===== src/common/cfg_lamp_pkg.sv =====
/*
  Constants for the configuration status lamp block: lamp positions,
  lamp polarity default and blink timing.
  Assumes a single 40 MHz system clock.
*/
package cfg_lamp_pkg;

  // ---------------------------------------------------------------
  // Clock
  // ---------------------------------------------------------------
  localparam int unsigned CLK_HZ = 40_000_000;

  // ---------------------------------------------------------------
  // Lamp positions in the lamp vector
  // ---------------------------------------------------------------
  localparam int unsigned LAMP_N = 4;
  localparam int unsigned LAMP_USER = 0;
  localparam int unsigned LAMP_FACTORY = 1;
  localparam int unsigned LAMP_LOADING = 2;
  localparam int unsigned LAMP_ERROR = 3;

  // ---------------------------------------------------------------
  // Polarity: bit set means the lamp is lit by a high output
  // ---------------------------------------------------------------
  localparam logic [LAMP_N-1:0] LAMP_POL_RST = 4'hF;

  // ---------------------------------------------------------------
  // Blink timing: half period in milliseconds, then in cycles
  // ---------------------------------------------------------------
  localparam int unsigned BLINK_HALF_MS = 125;
  localparam int unsigned BLINK_HALF_CYC =
    (CLK_HZ / 1000) * BLINK_HALF_MS;
  localparam int unsigned BLINK_CNT_W = 24;

  // ---------------------------------------------------------------
  // Controller states
  // ---------------------------------------------------------------
  typedef enum logic [2:0] {
    ST_IDLE,
    ST_LOAD_USER,
    ST_LOAD_FACTORY,
    ST_DONE_USER,
    ST_DONE_FACTORY,
    ST_FAILED,
    ST_JTAG
  } lamp_state_t;

endpackage


===== src/core/config_status_indicator.sv =====
/*
  Configuration status lamps of the board configuration controller.
  Assumes the flash loader reports scan result, transfer activity and
  outcome as synchronous levels and one-cycle pulses on clk_i.
*/
`timescale 1ns/1ps
`default_nettype none

module config_status_indicator
#(
  parameter int unsigned BLINK_HALF = cfg_lamp_pkg::BLINK_HALF_CYC,
  parameter logic [3:0] LAMP_POL = cfg_lamp_pkg::LAMP_POL_RST
) (
  // Clock and reset
  input wire logic clk_i,
  input wire logic rst_i,
  // Flash scan result
  input wire logic scan_done_i,
  input wire logic user_valid_i,
  input wire logic factory_valid_i,
  // Transfer progress
  input wire logic xfer_busy_i,
  input wire logic xfer_done_i,
  input wire logic xfer_fail_i,
  // JTAG download and pin state of the loaded design
  input wire logic jtag_load_i,
  input wire logic pins_tristate_i,
  // Lamps
  output logic user_image_lamp_o,
  output logic factory_image_lamp_o,
  output logic loading_activity_lamp_o,
  output logic load_error_lamp_o
);

  import cfg_lamp_pkg::*;

  // ---------------------------------------------------------------
  // Load sequence
  // ---------------------------------------------------------------
  lamp_state_t state_q;
  lamp_state_t state_d;

  always_comb begin
    state_d = state_q;
    unique case (state_q)
      ST_IDLE: begin
        if (scan_done_i) begin
          if (user_valid_i) begin
            state_d = ST_LOAD_USER;
          end else if (factory_valid_i) begin
            state_d = ST_LOAD_FACTORY;
          end else begin
            state_d = ST_FAILED;
          end
        end
      end
      ST_LOAD_USER: begin
        if (xfer_done_i) begin
          state_d = ST_DONE_USER;
        end else if (xfer_fail_i) begin
          state_d = factory_valid_i ? ST_LOAD_FACTORY : ST_FAILED;
        end
      end
      ST_LOAD_FACTORY: begin
        if (xfer_done_i) begin
          state_d = ST_DONE_FACTORY;
        end else if (xfer_fail_i) begin
          state_d = ST_FAILED;
        end
      end
      ST_DONE_USER, ST_DONE_FACTORY, ST_FAILED, ST_JTAG: begin
        if (jtag_load_i) begin
          state_d = ST_JTAG;
        end
      end
    endcase
  end

  always_ff @(posedge clk_i) begin
    if (rst_i) begin
      state_q <= ST_IDLE;
    end else begin
      state_q <= state_d;
    end
  end

  // ---------------------------------------------------------------
  // Blink divider
  // ---------------------------------------------------------------
  logic [BLINK_CNT_W-1:0] blink_cnt_q;
  logic [BLINK_CNT_W-1:0] blink_cnt_d;
  logic blink_q;
  logic blink_d;
  logic blink_tick;
  logic loading;

  assign loading = (state_q == ST_LOAD_USER || state_q == ST_LOAD_FACTORY)
                   && xfer_busy_i;
  assign blink_tick = (blink_cnt_q == BLINK_CNT_W'(BLINK_HALF - 1));

  always_comb begin
    blink_cnt_d = blink_cnt_q;
    blink_d = blink_q;
    if (!loading) begin
      blink_cnt_d = '0;
      blink_d = 1'b1;
    end else if (blink_tick) begin
      blink_cnt_d = '0;
      blink_d = ~blink_q;
    end else begin
      blink_cnt_d = blink_cnt_q + BLINK_CNT_W'(1);
    end
  end

  always_ff @(posedge clk_i) begin
    if (rst_i) begin
      blink_cnt_q <= '0;
      blink_q <= 1'b1;
    end else begin
      blink_cnt_q <= blink_cnt_d;
      blink_q <= blink_d;
    end
  end

  // ---------------------------------------------------------------
  // Lamp drive
  // ---------------------------------------------------------------
  logic [LAMP_N-1:0] lit_d;
  logic [LAMP_N-1:0] lamp_q;
  logic [LAMP_N-1:0] lit_now;

  assign lit_now = ~(lamp_q ^ LAMP_POL);

  always_comb begin
    lit_d = '0;
    lit_d[LAMP_LOADING] = loading && blink_q;
    unique case (state_q)
      ST_IDLE: begin
        lit_d = '0;
      end
      ST_LOAD_USER, ST_DONE_USER: begin
        lit_d[LAMP_USER] = 1'b1;
      end
      ST_LOAD_FACTORY, ST_DONE_FACTORY: begin
        lit_d[LAMP_FACTORY] = 1'b1;
      end
      ST_FAILED: begin
        lit_d[LAMP_ERROR] = 1'b1;
      end
      ST_JTAG: begin
        lit_d = pins_tristate_i ? '0 : lit_now;
        lit_d[LAMP_USER] = 1'b1;
      end
    endcase
  end

  always_ff @(posedge clk_i) begin
    if (rst_i) begin
      lamp_q <= ~LAMP_POL;
    end else begin
      lamp_q <= ~(lit_d ^ LAMP_POL);
    end
  end

  assign user_image_lamp_o = lamp_q[LAMP_USER];
  assign factory_image_lamp_o = lamp_q[LAMP_FACTORY];
  assign loading_activity_lamp_o = lamp_q[LAMP_LOADING];
  assign load_error_lamp_o = lamp_q[LAMP_ERROR];
endmodule

`default_nettype wire


===== config.mk =====
export PLATFORM = sky130hd
export DESIGN_NAME = config_status_indicator
export DESIGN_NICKNAME = d
export VERILOG_FILES = /design/src/common/cfg_lamp_pkg.sv /design/src/core/config_status_indicator.sv
export SDC_FILE = /design/constraint.sdc
export NUM_CORES = 1
export LEC_CHECK = 0
export BUFFER_PORTS_ARGS = -buffer_cell sky130_fd_sc_hd__buf_4
export CAP_MARGIN = 15
export CORE_MARGIN = 2
export CORE_UTILIZATION = 63
export CTS_CLUSTER_SIZE = 24
export DETAILED_ROUTE_END_ITERATION = 12
export HOLD_SLACK_MARGIN = 0.06
export PLACE_DENSITY_LB_ADDON = 0.05
export SKIP_LAST_GASP = 1
export SYNTH_ARGS = -nofsm -noshare
export SYNTH_HDL_FRONTEND = slang
export SYNTH_SLANG_ARGS = --single-unit
export TNS_END_PERCENT = 1

===== constraint.sdc =====
create_clock -name clk_i -period 5.7 [get_ports clk_i]
set_input_delay 1.14 -clock clk_i [delete_from_list [all_inputs] [get_ports clk_i]]
set_output_delay 1.14 -clock clk_i [all_outputs]
set_load 0.005 [all_outputs]

==> results_dict.tcl, run 1 <==
set metrics [dict create \
    wire_per_inst_um 14.8 \
    placed_cell_area_um2 1800 \
    drive_above_1_share_pct 13.7 \
    report.final.slew_viol_count 0 \
    coreArea_um2 2520 \
    finalHoldViolations 0 \
    status "completed" \
    grt_overflow 0 \
    crit_type "input pin to flip-flop" \
    diodes 0 \
    grt_first_pass_wirelength_um 6090 \
    num-nets-final 222 \
    synth_ff_type "dfxtp_1" \
    tns_ns 0 \
    rr_startpoint "state_q[1]" \
    yosys_warnings 0 \
    endpoint_kind "flip-flop" \
    fp.dieH_um 56.2 \
    synth_mux_area_share_pct 3.50 \
    skew_ns 0.00272 \
    drv_cap 0 \
    antenna_found_initial 0 \
    slowest_delay_ns 0.76 \
    synth.avg_cell_area_um2 8.49 \
    crit_path_max_fanout 28 \
    seqPwrFrac_pct 46.6 \
    critical_path_required_ns 5.91 \
    routed_wl_um 3580 \
    cts_tree "built" \
    gp_congestion 0.841 \
    drc 0 \
    min_to "lamp_q[2]" \
    cts_sinks 32 \
    hp-class "flip-flop to flip-flop" \
    whs_path_depth 2 \
    initial_utilization_pct 68.0 \
    start_kind "input pin" \
    fin_crit_ns 2.47 \
    synth_area_um2 1720 \
    synthArstFlopShare_pct 0 \
    r2r_end "blink_cnt_q[17]" \
    synth-xor-area-share_pct 7.66 \
    crit_slowest_cell "nand3_1" \
    dp_hpwl_um 2550 \
    met2_usage_pct 40.3 \
    power_frac_comb_pct 25.3 \
    root_buffer "clkbuf_4" \
    antenna_left 0 \
    yosys.area_share.adder_pct 0.729 \
    syn_to_final_growth_pct 9.77 \
    fin_crit_sh_pct 43.4 \
    power_frac_clock_pct 28.2 \
    p_int_mw 0.410 \
    ff2ff_path_depth 3 \
    fmax_mhz 404 \
    die_area_um2 3160 \
    drt_iter0_markers 69 \
    grt_max_degree 29 \
    synth-simple-area-share_pct 33.9 \
    synth.distinct_cells 45 \
    num_io_pins 14 \
    synth_edf_count 0 \
    arrival_ns 2.68 \
    multiInputGateArea_um2 997 \
    busiest_layer "met2" \
    postCtsSetupBuffers 0 \
    path_clk_slew_ns 0.10 \
    cts_inserted_buffers 5 \
    vias_per_cell 6.25 \
    num-fill-cells 191 \
    p_leak_nw 0.624 \
    slew_headroom_pct 26.4 \
    post_cts_resized 0 \
    first_pass_iters 4 \
    tightest_slew_ns 1.10 \
    hold_start "blink_q" \
    rrSetupSlack_ns 3.41 \
    rsz0062_at_grt "false" \
    port_buffers 13 \
    grtUsageTotal_pct 24.3 \
    synth-compound-area-share_pct 12.3 \
    seqCellArea_um2 641 \
    setup_viol 0 \
    grt_pass1_vias 1422 \
    synth_nets 213 \
    ys_ff_latch 32 \
    finalInstanceArea_um2 1880 \
    clock_latency_ns 0.34 \
    synth_top_family_by_area "simple AND/OR/NAND/NOR gates" \
    p_sw_mw 0.208 \
    cellPowerDensity_nw_per_um2 328 \
    switching_share_pct 33.7 \
    vias 1512 \
    met3_usage_pct 6.28 \
    htree_levels 2 \
    ys_seq_area_share_pct 37.3 \
    clockBufferDepth 2 \
    synthCells 202 \
    gr-usage-met1_pct 29.9 \
    postCtsHoldBufs 0 \
    die_width_um 56.2 \
    rows 18 \
    vdd_drop_max_uv 251 \
    path_cells "buf_4, nor2_1, nand3_1, a2111oi_0" \
]
==> cell usage after synthesis (all sizes together), types with 3 or more instances <==
| cell | number | area share [%] |
|---|---|---|
| dfxtp | 32 | 37 |
| nor3 | 24 | 7.0 |
| nor2 | 21 | 4.6 |
| nand3 | 12 | 4.5 |
| nand4 | 10 | 4.0 |
| clkbuf | 9 | 2.0 |
| xnor2 | 9 | 4.6 |
| a21oi | 8 | 2.3 |
| inv | 8 | 1.8 |
| nand2 | 8 | 1.8 |
| nor4 | 8 | 4.7 |
| mux2i | 6 | 3.5 |
| xor2 | 6 | 3.1 |
| a211oi | 4 | 2.3 |
| nor2b | 4 | 1.5 |
| and3 | 3 | 1.2 |
| o31ai | 3 | 1.3 |
==> logic make-up after synthesis <==
family,Yosys count
multiplexers,6
adder cells (fa/ha/maj),1
XOR/XNOR,15
flip-flops,32
AO/OA/AOI/OAI,28
AND/OR/NAND/NOR,101
buffers and inverters,19
==> sequential cells by signal, indices dropped and copies added, names as in the netlist <==
signal	count
blink_cnt_q	24
blink_q	1
lamp_q	4
state_q	3
==> layer usage <==
| layer | wire length [um] | share of wire (%) | vias to the layer above |
|---|---|---|---|
| li1 | - | - | 761 |
| met1 | 1630 | 46 | 711 |
| met2 | 1740 | 49 | 30 |
| met3 | 148 | 4.1 | 10 |
| met4 | 61 | 1.7 | 0 |
| met5 | 0 | 0 | - |
==> cell type report <==
type | count | area share, %
multi-input combinational | 151 | 53.0
clock inverter | 3 | 2.26
tap | 30 | 1.99
clock buffer | 5 | 1.99
timing repair buffer | 13 | 5.18
sequential | 32 | 34.0
inverter | 8 | 1.59
==> layout by cell type (no fill, tap or decap), types with 8 or more instances in the layout <==
cell type and instances:
a21oi_1 8, buf_4 13, dfxtp_1 32, inv_1 8
nand2_1 8, nand3_1 10, nand4_1 9, nor2_1 21
nor3_1 24, xnor2_1 9
==> power by group through the flow <==
stage / Combinational [mW] / Sequential [mW] / Clock (mW)
finish: 0.156 / 0.288 / 0.174
floorplan: 0.147 / 0.260 / 0
detailed placement: 0.155 / 0.292 / 0
CTS: 0.156 / 0.287 / 0.175
global placement: 0.153 / 0.290 / 0
global route: 0.175 / 0.294 / 0.184
==> stage by stage <==
stage               hold slack (ns)  total power, mW  cells  worst slack [ns]  utilization [%]
detailed placement            0.500            0.447    234              2.87             71.5
floorplan                     0.470            0.407    202              3.56                -
global route                  0.544            0.654    242              3.04             74.7
CTS                           0.515            0.619    242              3.22             74.7
global placement              0.487            0.442    234              2.96             71.5
finish                        0.519            0.618    242              3.23             74.7
==> critical path: cells and delay by family <==
kind | cells | cell delay [ns]
AO/OA/AOI/OAI | 1 | 0.56
buffers and inverters | 1 | 0.13
AND/OR/NAND/NOR | 2 | 0.84
==> worst max path at each step <==
stage | startpoint | to
final | rst_i | blink_cnt_q[17]
after global routing | rst_i | blink_cnt_q[17]
after CTS | rst_i | blink_cnt_q[17]
after detailed placement | rst_i | blink_cnt_q[17]
after global placement | rst_i | blink_cnt_q[17]
after floorplan | xfer_done_i | state_q[1]
Power figures use the tool's default switching activity.
==> run 2: changes to the inputs <==
--- a/config.mk
+++ b/config.mk
@@ -8,7 +8,7 @@
 export BUFFER_PORTS_ARGS = -buffer_cell sky130_fd_sc_hd__buf_4
 export CAP_MARGIN = 15
 export CORE_MARGIN = 2
-export CORE_UTILIZATION = 63
+export CORE_UTILIZATION = 53
 export CTS_CLUSTER_SIZE = 24
 export DETAILED_ROUTE_END_ITERATION = 12
 export HOLD_SLACK_MARGIN = 0.06
==> constraint.sdc (replaced) <==
create_clock -name clk_i -period 2.1 [get_ports clk_i]
set_input_delay 0.42 -clock clk_i [delete_from_list [all_inputs] [get_ports clk_i]]
set_output_delay 0.42 -clock clk_i [all_outputs]
set_load 0.005 [all_outputs]
==> run 2 against run 1 <==
Net effect:
- global-route usage fell by 0.86 points
- final cell count rose by 7.9%
- count of clock-buffer cells in the layout rose by 2
- utilization fell by 12 points
- critical path depth rose by 1
- sequential power rose to 2.6 times the previous value
- clock skew rose by 0.0083 ns
- routed wire length rose by 5.4%
- setup slack got worse by 3.1 ns
- sequential share of layout area fell by 0.84 points
- non-clock buffer count rose by 6
- largest cell class unchanged
- highest routed layer unchanged
==> results_dict.tcl, run 2 (synthesized netlist as in run 1, its figures left out) <==
set metrics [dict create \
    status "completed" \
    antenna_found_initial 0 \
    die_width_um 60.9 \
    wire_per_inst_um 14.5 \
    dp_hpwl_um 2700 \
    critical_path_required_ns 2.35 \
    hp-class "input pin to flip-flop" \
    setup_viol 0 \
    tns_ns 0 \
    fin_crit_ns 1.99 \
    port_buffers 13 \
    crit_path_max_fanout 6 \
    crit_type "flip-flop to flip-flop" \
    pre_cts_ws_ns 0.120 \
    num-nets-final 228 \
    rrSetupSlack_ns 0.11 \
    coreArea_um2 3080 \
    syn_to_final_growth_pct 12.5 \
    first_pass_iters 4 \
    num_io_pins 14 \
    crit_slowest_cell "or4_1" \
    slowest_delay_ns 0.56 \
    ff2ff_path_depth 5 \
    wl_met3_um 105 \
    routed_wl_um 3770 \
    htree_levels 2 \
    clockBufferDepth 2 \
    rsz0062_at_grt "false" \
    drt_iter0_markers 93 \
    postCtsHoldBufs 0 \
    grt_overflow 0 \
    tightest_slew_ns 0.524 \
    die_area_um2 3710 \
    arrival_ns 2.24 \
    finish.utilization_pct 62.7 \
    drive_above_1_share_pct 15.7 \
    num-fill-cells 297 \
    root_buffer "clkbuf_4" \
    cts_tree "built" \
    final_cell_mix "dfxtp_1 (32), nor3_1 (24), nor2_1 (21)" \
    r2r_end "blink_cnt_q[18]" \
    largestRegisters "blink_cnt_q (24), lamp_q (4), state_q (3)" \
    start_kind "flip-flop" \
    critPathTopFamily "simple AND/OR/NAND/NOR gates" \
    path_buf_inv 0 \
    finalHoldViolations 0 \
    whs_ns 0.304 \
    stdcell_count 261 \
    drv_cap 0 \
    cts_sinks 32 \
    multiInputGateArea_um2 997 \
    seqCellArea_um2 641 \
    rows 20 \
    initial_utilization_pct 55.7 \
    grt_first_pass_wirelength_um 6490 \
    diodes 0 \
    whs_path_depth 2 \
    post_cts_resized 0 \
    largest_reg_flops 24 \
    endpoint_kind "flip-flop" \
    finalInstanceArea_um2 1930 \
    worst_slack_ns 0.111 \
    vias 1508 \
    path_cells "ha_1, nand4_2, or2_0, or4_1, a211oi_2" \
    report.final.slew_viol_count 0 \
    power_mw 1.62 \
    dr.max_layer_used "met4" \
    rr_startpoint "blink_cnt_q[1]" \
    clock_latency_ns 0.32 \
    fin_crit_sh_pct 94.7 \
    cellPowerDensity_nw_per_um2 841 \
    min_to "state_q[0]" \
    placed_cell_area_um2 1870 \
    grt_pass1_vias 1449 \
    antenna_left 0 \
    postCtsSetupBuffers 0 \
    regMostFlops "blink_cnt_q" \
    hold_start "rst_i" \
    slew_headroom_pct 64.8 \
    grtUsageTotal_pct 23.5 \
    path_clk_slew_ns 0.10 \
    gp_congestion 0.872 \
    skew_ns 0.0110 \
    final_common_cell "dfxtp_1" \
    drc 0 \
    wl_met2_um 1860 \
    fp.dieH_um 60.9 \
    drt-met1-wl_um 1780 \
    place_inst 254 \
    vias_per_cell 5.78 \
    p_leak_nw 0.650 \
    grt_max_degree 29 \
    fmax_mhz 503 \
    vdd_drop_max_uv 534 \
    cts_inserted_buffers 5 \
]
-- run 2: layout make-up --
class / instances / share of cell area, %
Multi-Input combinational cell: 151 / 51.7
Timing Repair Buffer: 19 / 7.39
Inverter: 8 / 1.56
Clock buffer: 7 / 3.37
Tap cell: 44 / 2.85
Sequential cell: 32 / 33.2
-- run 2: power breakdown --
group	total, mW	internal (mW)	switching [mW]
logic	0.493	0.227	0.266
registers	0.746	0.660	0.0862
clock network	0.385	0.190	0.195
total	1.62	1.08	0.547
-- run 2: worst max path at each step --
stage / cells after the start / startpoint / slack, ns / end
6_report: 5 / blink_cnt_q[1] / 0.11 / blink_cnt_q[18]
5_1_grt: 5 / blink_cnt_q[1] / 0.008 / blink_cnt_q[18]
4_1_cts: 5 / blink_cnt_q[1] / 0.1 / blink_cnt_q[22]
3_5_place_dp: 5 / blink_cnt_q[1] / 0.12 / blink_cnt_q[22]
3_3_place_gp: 5 / blink_cnt_q[1] / 0.21 / blink_cnt_q[22]
2_1_floorplan: 6 / blink_cnt_q[0] / 0.18 / blink_cnt_q[18]
-- run 2: layer usage --
layer,global-route usage (%),vias to the layer above
met2,40.2,23
met1,29.4,707
li1,-,774
met5,0,-
met4,4.66,0
met3,6.82,4
==> run 3: changes to the inputs <==
--- a/config.mk
+++ b/config.mk
@@ -11,6 +11,8 @@
 export CORE_UTILIZATION = 53
 export CTS_CLUSTER_SIZE = 24
 export DETAILED_ROUTE_END_ITERATION = 12
+export GPL_ROUTABILITY_DRIVEN = 0
+export GPL_TIMING_DRIVEN = 0
 export HOLD_SLACK_MARGIN = 0.06
 export PLACE_DENSITY_LB_ADDON = 0.05
 export SKIP_LAST_GASP = 1
==> run 3 against run 2 <==
Net effect:
- count of clock-buffer cells in the layout stayed put
- first-iteration DRC count is 45% higher
- global-route usage is 0.45 points higher
- final cell count is 3.4% higher
- sequential power is 5.8% lower
- critical endpoint unchanged
- hold slack worse by 0.013 ns
- non-clock buffer count is 8 higher
- via count is 7.8% higher
- cell area is 3.0% higher
- die area stayed put
- highest routed layer unchanged
- critical path type unchanged
==> results_dict.tcl, run 3 (synthesized netlist as in run 1, its figures left out) <==
set metrics [dict create \
    setup_viol 0 \
    hold_start "rst_i" \
    hp-class "input pin to flip-flop" \
    rr_startpoint "blink_cnt_q[1]" \
    slew_headroom_pct 63.3 \
    path_cells "ha_2, nand4_2, or2_0, clkbuf_2, or4_1, a211oi_2" \
    p_sw_mw 0.583 \
    die_area_um2 3710 \
    largest_reg_flops 24 \
    initial_utilization_pct 55.7 \
    die_width_um 60.9 \
    diodes 0 \
    vdd_drop_max_uv 600 \
    num_io_pins 14 \
    syn_to_final_growth_pct 16.0 \
    fp.dieH_um 60.9 \
    rrSetupSlack_ns 0.01 \
    crit_type "flip-flop to flip-flop" \
    regMostFlops "blink_cnt_q" \
    final_common_cell "dfxtp_1" \
    largestRegisters "blink_cnt_q (24), lamp_q (4), state_q (3)" \
    cellPowerDensity_nw_per_um2 896 \
    seqPwrFrac_pct 39.4 \
    critical_path_required_ns 2.36 \
    critPathTopFamily "simple AND/OR/NAND/NOR gates" \
    grtUsageTotal_pct 23.9 \
    status "completed" \
    antenna_left 0 \
    p_leak_nw 0.669 \
    drv_cap 0 \
    arrival_ns 2.35 \
    power_frac_clock_pct 29.6 \
    htree_levels 2 \
    stdcell_count 270 \
    drive_above_1_share_pct 16.4 \
    grt_first_pass_wirelength_um 6560 \
    routed_wl_um 3990 \
    crit_path_max_fanout 6 \
    postCtsHoldBufs 0 \
    root_buffer "clkbuf_4" \
    port_buffers 13 \
    switching_share_pct 32.7 \
    antenna_found_initial 0 \
    drt-met1-wl_um 1840 \
    fin_crit_sh_pct 99.5 \
    num-nets-final 236 \
    dp_hpwl_um 2850 \
    slowest_delay_ns 0.52 \
    clockBufferDepth 2 \
    final_cell_mix "dfxtp_1 (31), nor3_1 (24), nor2_1 (21)" \
    grt_max_degree 11 \
    p_int_mw 1.20 \
    coreArea_um2 3080 \
    cts_sinks 32 \
    grt_pass1_vias 1506 \
    endpoint_kind "flip-flop" \
    drt_iter0_markers 135 \
    finalHoldViolations 0 \
    vias_per_cell 6.02 \
    wire_per_inst_um 14.8 \
    rows 20 \
    finish.utilization_pct 64.6 \
    tightest_slew_ns 0.550 \
    vias 1625 \
    wl_met3_um 158 \
    first_pass_iters 4 \
    power_frac_comb_pct 30.9 \
    cts_tree "built" \
    crit_path_start "blink_cnt_q[1]" \
    rsz0062_at_grt "true" \
    wl_met2_um 1930 \
    crit_slowest_cell "or4_1" \
    dr.max_layer_used "met4" \
    path_clk_slew_ns 0.10 \
    drc 0 \
    cts_inserted_buffers 5 \
    fin_crit_ns 2.09 \
    report.final.slew_viol_count 0 \
    grt_overflow 0 \
    num-fill-cells 279 \
    place_inst 259 \
    skew_ns 0.0112 \
    fmax_mhz 479 \
    start_kind "flip-flop" \
    clock_latency_ns 0.33 \
    path_buf_inv 1 \
]
run 3: what timing repair did:
item                                    in CTS  in global routing
resized for setup                            2                  0
endpoints found under the setup margin      12                 12
buffers inserted                             0                  3
pin swaps                                    0                  1
run 3: area by class of cell:
class	instances	area (um2)	share of cell area [%]
Tap cell	44	55.1	2.77
Buffer	11	47.5	2.39
Sequential cell	32	642	32.3
Timing Repair Buffer	16	120	6.04
Inverter	8	30.0	1.51
Multi-Input combinational cell	151	1000	50.3
Clock inverter	1	30.0	1.51
Clock buffer	7	65.1	3.27
run 3: final timing paths:
| check | end | cells past startpoint |
|---|---|---|
| worst min-delay path | state_q[0] | 2 |
| worst max register to register | blink_cnt_q[18] | 6 |
| worst max-delay path | blink_cnt_q[18] | 6 |
| worst min register to register | blink_cnt_q[0] | 1 |
run 3: layer usage:
layer / vias to the layer above / GRT usage [%]
met5: - / 0
met4: 0 / 8.39
met3: 7 / 6.61
met2: 38 / 38.9
met1: 789 / 30.5
li1: 791 / -
run 3: power groups by stage:
stage	Combinational (mW)	Sequential (mW)	Clock, mW
after CTS	0.546	0.701	0.542
after global routing	0.609	0.709	0.571
final	0.551	0.703	0.528
after floorplan	0.399	0.706	0
after global placement	0.520	0.712	0
after detailed placement	0.545	0.712	0
run 3: through the flow:
stage	area (um2)	setup TNS (ns)	setup WS [ns]	hold slack, ns	total power, mW
6_report	1990	0	0.0104	0.291	1.78
5_1_grt	1990	-0.180	-0.0942	0.287	1.89
4_1_cts	1970	0	0.00453	0.281	1.79
3_5_place_dp	1870	-0.0498	-0.0266	0.489	1.26
3_3_place_gp	1870	0	0.00372	0.480	1.23
2_1_floorplan	1720	0	0.175	0.470	1.11
